$ cat config.mk
export PLATFORM = sky130hd
export DESIGN_NAME = can_error_state_fifo_status
export DESIGN_NICKNAME = d
export VERILOG_FILES = /design/src/shared/can_status_pkg.sv /design/src/core/can_error_state_fifo_status.sv /design/src/core/fault_state_decode.sv /design/src/core/fifo_pending_or.sv
export VERILOG_INCLUDE_DIRS = /design/src /design/src/shared
export SDC_FILE = /design/constraint.sdc
export NUM_CORES = 1
export LEC_CHECK = 0
export ABC_AREA = 1
export BUFFER_PORTS_ARGS = -buffer_cell sky130_fd_sc_hd__buf_4
export CORE_AREA = 2 2 240 242
export CTS_CLUSTER_SIZE = 10
export DETAILED_ROUTE_END_ITERATION = 8
export DIE_AREA = 0 0 242 244
export PLACE_DENSITY = 0.44
export SLEW_MARGIN = 0
export SYNTH_ARGS = -nofsm -noshare
export SYNTH_HDL_FRONTEND = slang
export SYNTH_HIERARCHICAL = 1
export SYNTH_SLANG_ARGS = --single-unit
$ cat constraint.sdc
create_clock -name clk -period 2.65 [get_ports clk]
set_input_delay 0.3975 -clock clk [delete_from_list [all_inputs] [get_ports clk]]
set_output_delay 0.3975 -clock clk [all_outputs]
set_load 0.02 [all_outputs]
$ cat src/shared/can_status_regs.svh
`ifndef CAN_STATUS_REGS_SVH
`define CAN_STATUS_REGS_SVH

// ------------------------------------------------------------
// register offsets (byte addresses)
// ------------------------------------------------------------
`define ERR_COUNT_OFS      4'h0
`define FIFO_PEND_OFS      4'h4
`define ADDR_W             4

// ------------------------------------------------------------
// field positions
// ------------------------------------------------------------
`define RX_CNT_LSB         0
`define TX_CNT_LSB         8
`define ANY_WARN_BIT       16
`define RX_WARN_BIT        17
`define TX_WARN_BIT        18
`define RX_PASSIVE_BIT     19
`define TX_PASSIVE_BIT     20
`define TX_BUS_OFF_BIT     21

// ------------------------------------------------------------
// thresholds and widths
// ------------------------------------------------------------
`define WARN_LIMIT         9'h060
`define PASSIVE_LIMIT      9'h080
`define BUS_OFF_LIMIT      9'h100
`define CNT_SAT            8'hFF
`define FIFO_COUNT         32
`define FIFO_IRQ_W         8
`define UNMAPPED_DATA      32'h0000_0000
`define ZERO_WORD          32'h0000_0000
`endif
$ cat src/shared/can_status_pkg.sv
`default_nettype none
package can_status_pkg;
    typedef enum logic [1:0] {
        ST_IDLE = 2'b01,
        ST_RESP = 2'b10
    } bus_state_t;

    typedef logic [8:0] fault_count_t;
endpackage
`default_nettype wire

$ cat src/core/can_error_state_fifo_status.sv
// Our own choices: the placing of the registers and the Avalon-MM slave port.
`timescale 1ns/1ps
`default_nettype none
`include "can_status_regs.svh"
module can_error_state_fifo_status (
    input  wire logic                             clk,
    input  wire logic                             rst_n,
    input  wire logic                             clk_en,
    // ------------------------------------------------------------
    // counters and fifo flags from the frame engine
    // ------------------------------------------------------------
    input  wire logic [8:0]                       tx_fault_count,
    input  wire logic [8:0]                       rx_fault_count,
    input  wire logic                             bus_off_exit,
    input  wire logic [`FIFO_COUNT*`FIFO_IRQ_W-1:0] fifo_irq_flags,
    input  wire logic [`FIFO_COUNT*`FIFO_IRQ_W-1:0] fifo_irq_enables,
    // ------------------------------------------------------------
    // avalon-mm slave
    // ------------------------------------------------------------
    input  wire logic [`ADDR_W-1:0]               avs_address,
    input  wire logic                             avs_read,
    input  wire logic                             avs_write,
    input  wire logic [31:0]                      avs_writedata,
    input  wire logic [3:0]                       avs_byteenable,
    output logic [31:0]                           avs_readdata,
    output logic                                  avs_waitrequest,
    output logic                                  tx_bus_off_flag
);
    can_status_pkg::bus_state_t state_r;
    logic [8:0]                 tx_cnt_r;
    logic [8:0]                 rx_cnt_r;
    logic                       bus_off_r;
    logic [31:0]                fifo_pend_r;
    logic [31:0]                err_word_r;
    logic [31:0]                avs_readdata_r;
    logic [31:0]                rdata_nxt;
    logic [7:0]                 tx_vis;
    logic [7:0]                 rx_vis;
    logic [5:0]                 flags;
    logic [`FIFO_COUNT-1:0]     pending;

    // ------------------------------------------------------------
    // sampled counters; bus-off latched until the engine leaves it
    // ------------------------------------------------------------
    always_ff @(posedge clk or negedge rst_n) begin
        if (!rst_n) begin
            tx_cnt_r <= 9'h000;
            rx_cnt_r <= 9'h000;
        end else if (clk_en) begin
            tx_cnt_r <= tx_fault_count;
            rx_cnt_r <= rx_fault_count;
        end
    end

    always_ff @(posedge clk or negedge rst_n) begin
        if (!rst_n) begin
            bus_off_r <= 1'b0;
        end else if (clk_en) begin
            if (tx_cnt_r >= `BUS_OFF_LIMIT)
                bus_off_r <= 1'b1;
            else if (bus_off_exit)
                bus_off_r <= 1'b0;
        end
    end

    fault_state_decode u_decode (
        .tx_cnt       (tx_cnt_r),
        .rx_cnt       (rx_cnt_r),
        .bus_off_hold (bus_off_r),
        .tx_vis       (tx_vis),
        .rx_vis       (rx_vis),
        .flags        (flags)
    );

    fifo_pending_or u_pend (
        .irq_flags   (fifo_irq_flags),
        .irq_enables (fifo_irq_enables),
        .pending     (pending)
    );

    // ------------------------------------------------------------
    // status words
    // ------------------------------------------------------------
    always_ff @(posedge clk or negedge rst_n) begin
        if (!rst_n) begin
            err_word_r  <= `ZERO_WORD;
            fifo_pend_r <= `ZERO_WORD;
        end else if (clk_en) begin
            err_word_r <= {10'h000, flags,
                           tx_vis, rx_vis};
            fifo_pend_r <= pending;
        end
    end

    always_ff @(posedge clk or negedge rst_n) begin
        if (!rst_n)
            tx_bus_off_flag <= 1'b0;
        else if (clk_en)
            tx_bus_off_flag <= flags[5];
    end

    // ------------------------------------------------------------
    // bus slave: one wait cycle, answer in ST_RESP
    // ------------------------------------------------------------
    always_comb begin
        unique case (avs_address)
            `ERR_COUNT_OFS: rdata_nxt = err_word_r;
            `FIFO_PEND_OFS: rdata_nxt = fifo_pend_r;
            default:        rdata_nxt = `UNMAPPED_DATA;
        endcase
    end

    always_ff @(posedge clk or negedge rst_n) begin
        if (!rst_n) begin
            state_r        <= can_status_pkg::ST_IDLE;
            avs_readdata_r <= `ZERO_WORD;
        end else if (clk_en) begin
            unique case (state_r)
                can_status_pkg::ST_IDLE: begin
                    if (avs_read || avs_write) begin
                        state_r <= can_status_pkg::ST_RESP;
                        if (avs_read)
                            avs_readdata_r <= rdata_nxt;
                    end
                end
                can_status_pkg::ST_RESP: begin
                    state_r <= can_status_pkg::ST_IDLE;
                end
                default: state_r <= can_status_pkg::ST_IDLE;
            endcase
        end
    end

    assign avs_readdata    = avs_readdata_r;
    // a response held by a low clock enable keeps the master waiting
    assign avs_waitrequest = (avs_read || avs_write)
                             && !(state_r == can_status_pkg::ST_RESP && clk_en);

    // ------------------------------------------------------------
    // check helpers: request seen and length of the wait phase
    // ------------------------------------------------------------
    logic       bus_req;
    logic [1:0] wait_len_r;

    assign bus_req = avs_read || avs_write;

    // counts enabled cycles with waitrequest high, stops at its top value
    always_ff @(posedge clk or negedge rst_n) begin
        if (!rst_n) begin
            wait_len_r <= 2'h0;
        end else if (clk_en) begin
            if (!avs_waitrequest)
                wait_len_r <= 2'h0;
            else if (wait_len_r != 2'h3)
                wait_len_r <= wait_len_r + 2'h1;
        end
    end

    for (genvar g = 0; g < `FIFO_COUNT; g++) begin : g_pend_chk

    end
endmodule // can_error_state_fifo_status
`default_nettype wire

$ cat src/core/fault_state_decode.sv
`timescale 1ns/1ps
`default_nettype none
`include "can_status_regs.svh"
module fault_state_decode (
    input  wire logic [8:0] tx_cnt,
    input  wire logic [8:0] rx_cnt,
    input  wire logic       bus_off_hold,
    output logic [7:0]      tx_vis,
    output logic [7:0]      rx_vis,
    output logic [5:0]      flags
);
    function automatic logic in_warn(input logic [8:0] c);
        in_warn = (c >= `WARN_LIMIT) && (c < `PASSIVE_LIMIT);
    endfunction

    function automatic logic [7:0] sat8(input logic [8:0] c);
        sat8 = c[8] ? `CNT_SAT : c[7:0];
    endfunction

    always_comb begin
        tx_vis   = sat8(tx_cnt);
        rx_vis   = sat8(rx_cnt);
        flags[5] = (tx_cnt >= `BUS_OFF_LIMIT) || bus_off_hold;
        flags[4] = tx_cnt >= `PASSIVE_LIMIT;
        flags[3] = rx_cnt >= `PASSIVE_LIMIT;
        flags[2] = in_warn(tx_cnt);
        flags[1] = in_warn(rx_cnt);
        flags[0] = in_warn(tx_cnt) || in_warn(rx_cnt);
    end
endmodule // fault_state_decode
`default_nettype wire

$ cat src/core/fifo_pending_or.sv
`timescale 1ns/1ps
`default_nettype none
`include "can_status_regs.svh"
module fifo_pending_or (
    input  wire logic [`FIFO_COUNT*`FIFO_IRQ_W-1:0] irq_flags,
    input  wire logic [`FIFO_COUNT*`FIFO_IRQ_W-1:0] irq_enables,
    output logic [`FIFO_COUNT-1:0]                  pending
);
    // ------------------------------------------------------------
    // per-fifo reduction of enabled flags
    // ------------------------------------------------------------
    always_comb begin
        for (int i = 0; i < `FIFO_COUNT; i++) begin
            pending[i] = |(irq_flags[i*`FIFO_IRQ_W +: `FIFO_IRQ_W]
                         & irq_enables[i*`FIFO_IRQ_W +: `FIFO_IRQ_W]);
        end
    end
endmodule // fifo_pending_or
`default_nettype wire

Word-level counts from Yosys, hierarchy flattened --
Cells that the tools add are included.
Storage, ports and cells: bits in registers 108, input port bits 576, output and inout bits 34, word-level logic and storage cells 103
Cells by class: order comparisons 7, eq/ne operators 4, multiplexer cells 7, bitwise operators 32, reduce and logical (&&, ||, !) cells 45
Operator list (count):
- $and 8x8->8 | 32
- $reduce_or 8->1 | 32
- $pmux 32 s2 | 1
- $ge 9x7->1 const B | 2
- $ge 9x8->1 const B | 2
- $lt 9x8->1 const B | 2
- $mux 8 | 2
- $ge 9x9->1 const B | 1
- $eq 4x3->1 const B | 1
- $logic_and 1x1->1 | 4
- $logic_not 4->1 | 1
- $mux 2 | 2
- $reduce_and 2->1 | 2
- $reduce_and 4->1 | 1
- $logic_or 1x1->1 | 3
- $eq 2x1->1 const B | 1
- $eq 2x2->1 const B | 1
- $mux 1 | 2
- $ne 2x2->1 const B | 1
- $reduce_bool 2->1 | 1
- $logic_not 1->1 | 1

Logic depth before layout (Yosys ltp) --
word-level depth 4, mapped depth 7

Modules after synthesis --
The synthesis kept the hierarchy.
By module, submodules not included:
- can_error_state_fifo_status | instances 1, cells an instance 536, area each 4483.0 um^2
- fifo_pending_or | instances 1, cells an instance 480, area each 1801.7 um^2
- fault_state_decode | instances 1, cells an instance 30, area each 167.7 um^2

Worst setup path after synthesis --
OpenSTA, ideal clock, no wires.
kind input to output, start point input port clk_en, end point output port avs_waitrequest, arrival time 0.903 ns, required time 2.253 ns, path slack 1.349 ns, cell stages on the path 4, path buffers 1, cells stage by stage buf_4 inv_2 o31ai_1 inv_1
Between the ends: cells in the longest elaborated chain, start to end 3
Ends and longest elaborated chain:
- from (decl) | RTL line can_error_state_fifo_status.sv:8 | input wire logic clk_en,
- $logic_and 1x1->1 | RTL line can_error_state_fifo_status.sv:137 | && !(state_r == can_status_pkg::ST_RESP && clk_en);
- $logic_not 1->1 | RTL line can_error_state_fifo_status.sv:137
- $logic_and 1x1->1 | RTL line can_error_state_fifo_status.sv:137
- to (decl) | RTL line can_error_state_fifo_status.sv:26 | output logic avs_waitrequest,
No other way between the ends.

Worst setup path in the final report --
start point register state_r[1], end point output port avs_waitrequest
Between the ends: cells in the longest elaborated chain, start to end 4
Ends and longest elaborated chain:
- from (decl) | RTL line can_error_state_fifo_status.sv:29 | can_status_pkg::bus_state_t state_r;
- from (signal assigned) | RTL line can_error_state_fifo_status.sv:115 | state_r <= can_status_pkg::ST_IDLE;
- from (signal assigned) | RTL line can_error_state_fifo_status.sv:121 | state_r <= can_status_pkg::ST_RESP;
- from (signal assigned) | RTL line can_error_state_fifo_status.sv:127 | state_r <= can_status_pkg::ST_IDLE;
- $eq 2x2->1 | RTL line can_error_state_fifo_status.sv:137
- $logic_and 1x1->1 | RTL line can_error_state_fifo_status.sv:137
- $logic_not 1->1 | RTL line can_error_state_fifo_status.sv:137
- $logic_and 1x1->1 | RTL line can_error_state_fifo_status.sv:137
No other way between the ends.

==> flow_metrics.tcl <==
set metrics [dict create \
    run_status "finished clean" \
    clockRootBuffer "clkbuf_16" \
    io_pins 610 \
    yosysTopAreaCell "nand2_1" \
    cpMostUsedCell "inv_1" \
    antenna_found_initial 1 \
    pwr-share-clk_pct 31.4 \
    start_kind "flip-flop" \
    grt_max_degree 78 \
    cap_violations 0 \
    placement.io_buffers 573 \
    synth-seq-area-share_pct 41.5 \
    rsz0062_at_grt "no" \
    vias 8252 \
    p_leak_nw 6.79 \
    power_switching_mw 1.53 \
    cp-end-kind "primary output" \
    vias_per_cell 3.48 \
    drt-initial-drc-count 292 \
    cts_buffers 9 \
    initial_core_util_pct 11.5 \
    combinationalPowerShare_pct 29.4 \
    grtUsageTotal_pct 10.3 \
    p_seq_share_pct 39.2 \
    synth_edf_count 0 \
    synth.top_cell.area_share_pct 42.6 \
    setup_tns_ps 0 \
    worst_slew_pin_slew_ps 881 \
    post-route-period-util_pct 67.2 \
    cpPeakStageDelay_ps 390 \
    synth_cell_types 22 \
    p_per_area_mw_per_mm2 409 \
    clockBufferDepth 2 \
    cts_tree "done" \
    drcViolationCount 0 \
    grt_most_used_layer "met2" \
    clock.fmax_mhz 562 \
    layout_min_cycle_time_ps 1780 \
    worstPathCellList "inv_1 > o31ai_1 > inv_1 > buf_4" \
    worstSkewPairLatency_ps 370 \
    clkSlewWorstSetupHoldPaths_ps 90 \
    grt_pass1_vias 8666 \
    cp_max_fo 2 \
    place_hpwl_mm 25.7 \
    clock-sinks 107 \
    worst_slack_ps 870 \
    drive_gt1_share_pct 38.1 \
    grt_use_met1_pct 11.8 \
    gp_congestion 0.848 \
    yosysMostFrequentCell "nand2_1" \
    drt_wl_total_mm 31.5 \
    timing.final.hold_violations 0 \
    core.rowCount 87 \
    grt_util_met3_pct 2.80 \
    synthArstFlopShare_pct 100 \
    grtUsageMet2_pct 19.3 \
    coreArea_mm2 0.0562 \
    die_y_um 244 \
    wl_per_cell_um 13.3 \
    postSynthCellCount 1046 \
    synth_ff_type "dfrtp_1" \
    die-area_mm2 0.0590 \
    ant_nets 0 \
    ir_drop_uv 317 \
    post_cts_buffers 0 \
    final_nets 2185 \
    synthTopCellsByArea "nand2_1 43%, dfrtp_1 41%, nand3_1 4.3%" \
    post-route-util_pct 21.3 \
    firstDrtPassIters 5 \
    h-tree-depth 3 \
    synth_area_mm2 0.00645 \
    avgSynthCellArea_um2 6.17 \
    die_w_um 242 \
    cp.required_ps 2250 \
    hold_path_class "in2reg" \
    p_int_mw 3.37 \
    synth_fp_nets 1622 \
    critPathKind "reg2out" \
    crit_path_top_delay_cell "dfrtp_1" \
    p_sw_share_pct 31.3 \
    dp_slack_ps 930 \
    setup_viol_count_final 0 \
    cts_resized 0 \
    yosys-top-cells-count "733 x nand2_1, 106 x dfrtp_1, 65 x nor2_1" \
    arrival_ps 1380 \
    yosys_warnings 6 \
    synthToLayoutAreaGrowth_pct 85.6 \
    grt_first_pass_wirelength_mm 47.3 \
    stdcell_count 2371 \
    grt_overflow 0 \
    clock-skew-final_ps 10.6 \
    cts.hold.buffers_added 1 \
    ys_seq_elements 107 \
    relSlewSlack_pct 41.3 \
    place_inst 2353 \
    drv_slew 0 \
]
[metal layers]
layer  part of all wire [%]  wire length, um  up-vias
li1                       -                -     4312
met1                     40            12500     3617
met2                     53            16700      295
met3                    6.3             1980       28
met4                    1.1              332        0
met5                      0                0        -
[path summary, 6_finish.rpt]
check	startpoint	endpoint	slack, ps	cells after the start
max	state_r[1]	avs_waitrequest	870	4
min	tx_fault_count[7]	tx_cnt_r[7]	220	3
max reg2reg	state_r[0]	avs_readdata[24]	1210	6
min reg2reg	tx_cnt_r[4]	tx_cnt_r[4]	470	2
max in group asynchronous	rst_n	avs_readdata[24]	1390	3
min in group asynchronous	rst_n	avs_readdata[10]	480	2
[final cells by class]
class	count	area [um2]
Fill cell	6450	44200
Clock buffer	9	225
Clock inverter	7	100
Inverter	13	50.0
Tap cell	756	946
Multi-Input combinational cell	892	3530
Sequential cell	107	2680
Antenna cell	1	2.50
Timing Repair Buffer	586	4440
[flip-flops by register name, summed over array words and instances (netlist names)]
| signal | flops |
|---|---|
| rx_cnt_r | 9 |
| err_word_r | 21 |
| avs_readdata | 32 |
| bus_off_r | 1 |
| tx_cnt_r | 9 |
| tx_bus_off_flag | 1 |
| state_r | 2 |
| fifo_pend_r | 32 |
[worst max-delay path, delay by kind of cell, from the launching register on]
family                 cells  cell delay [ps]
buffers and inverters      3              340
AOI/OAI and AO/OA          1              280
DFF                        1              390
[cell usage in the layout, fill, tap and decap left out, drive strengths merged]
master	instances
dlygate4sd3	1
buf	585
o21a	1
dfrtp	106
diode	1
nand3	56
or2	16
nand2	735
clkinv	3
dfstp	1
bufinv	1
clkbuf	9
o21ai	13
nor2	70
o31ai	1
inv	16
[logic make-up (layout without fill, tap and decap cells)]
| logic type | after synthesis | after routing | synth area share (%) |
|---|---|---|---|
| AND/OR/NAND/NOR | 877 | 877 | 53.3 |
| flip-flops | 107 | 107 | 41.5 |
| buffers and inverters | 47 | 615 | 3.90 |
| AO/OA/AOI/OAI | 15 | 15 | 1.24 |
| other | 0 | 1 | 0 |
[metrics by stage]
| stage | power [mW] | hold WS (ps) | area, um2 |
|---|---|---|---|
| after floorplan | 2.48 | 102 | 6450 |
| after global placement | 3.42 | 307 | 11600 |
| after detailed placement | 3.43 | 309 | 11600 |
| after CTS | 5.01 | 191 | 12000 |
| after global routing | 5.23 | 211 | 12000 |
| final | 4.90 | 218 | 12000 |
[power groups by stage]
stage | logic, mW | clock network, mW | registers [mW]
after CTS | 1.48 | 1.61 | 1.93
after global placement | 1.46 | 0 | 1.95
after detailed placement | 1.47 | 0 | 1.96
final | 1.44 | 1.54 | 1.92
after floorplan | 0.492 | 0 | 1.99
after global routing | 1.62 | 1.67 | 1.95
Note: power is estimated with default switching activity, not from simulation.
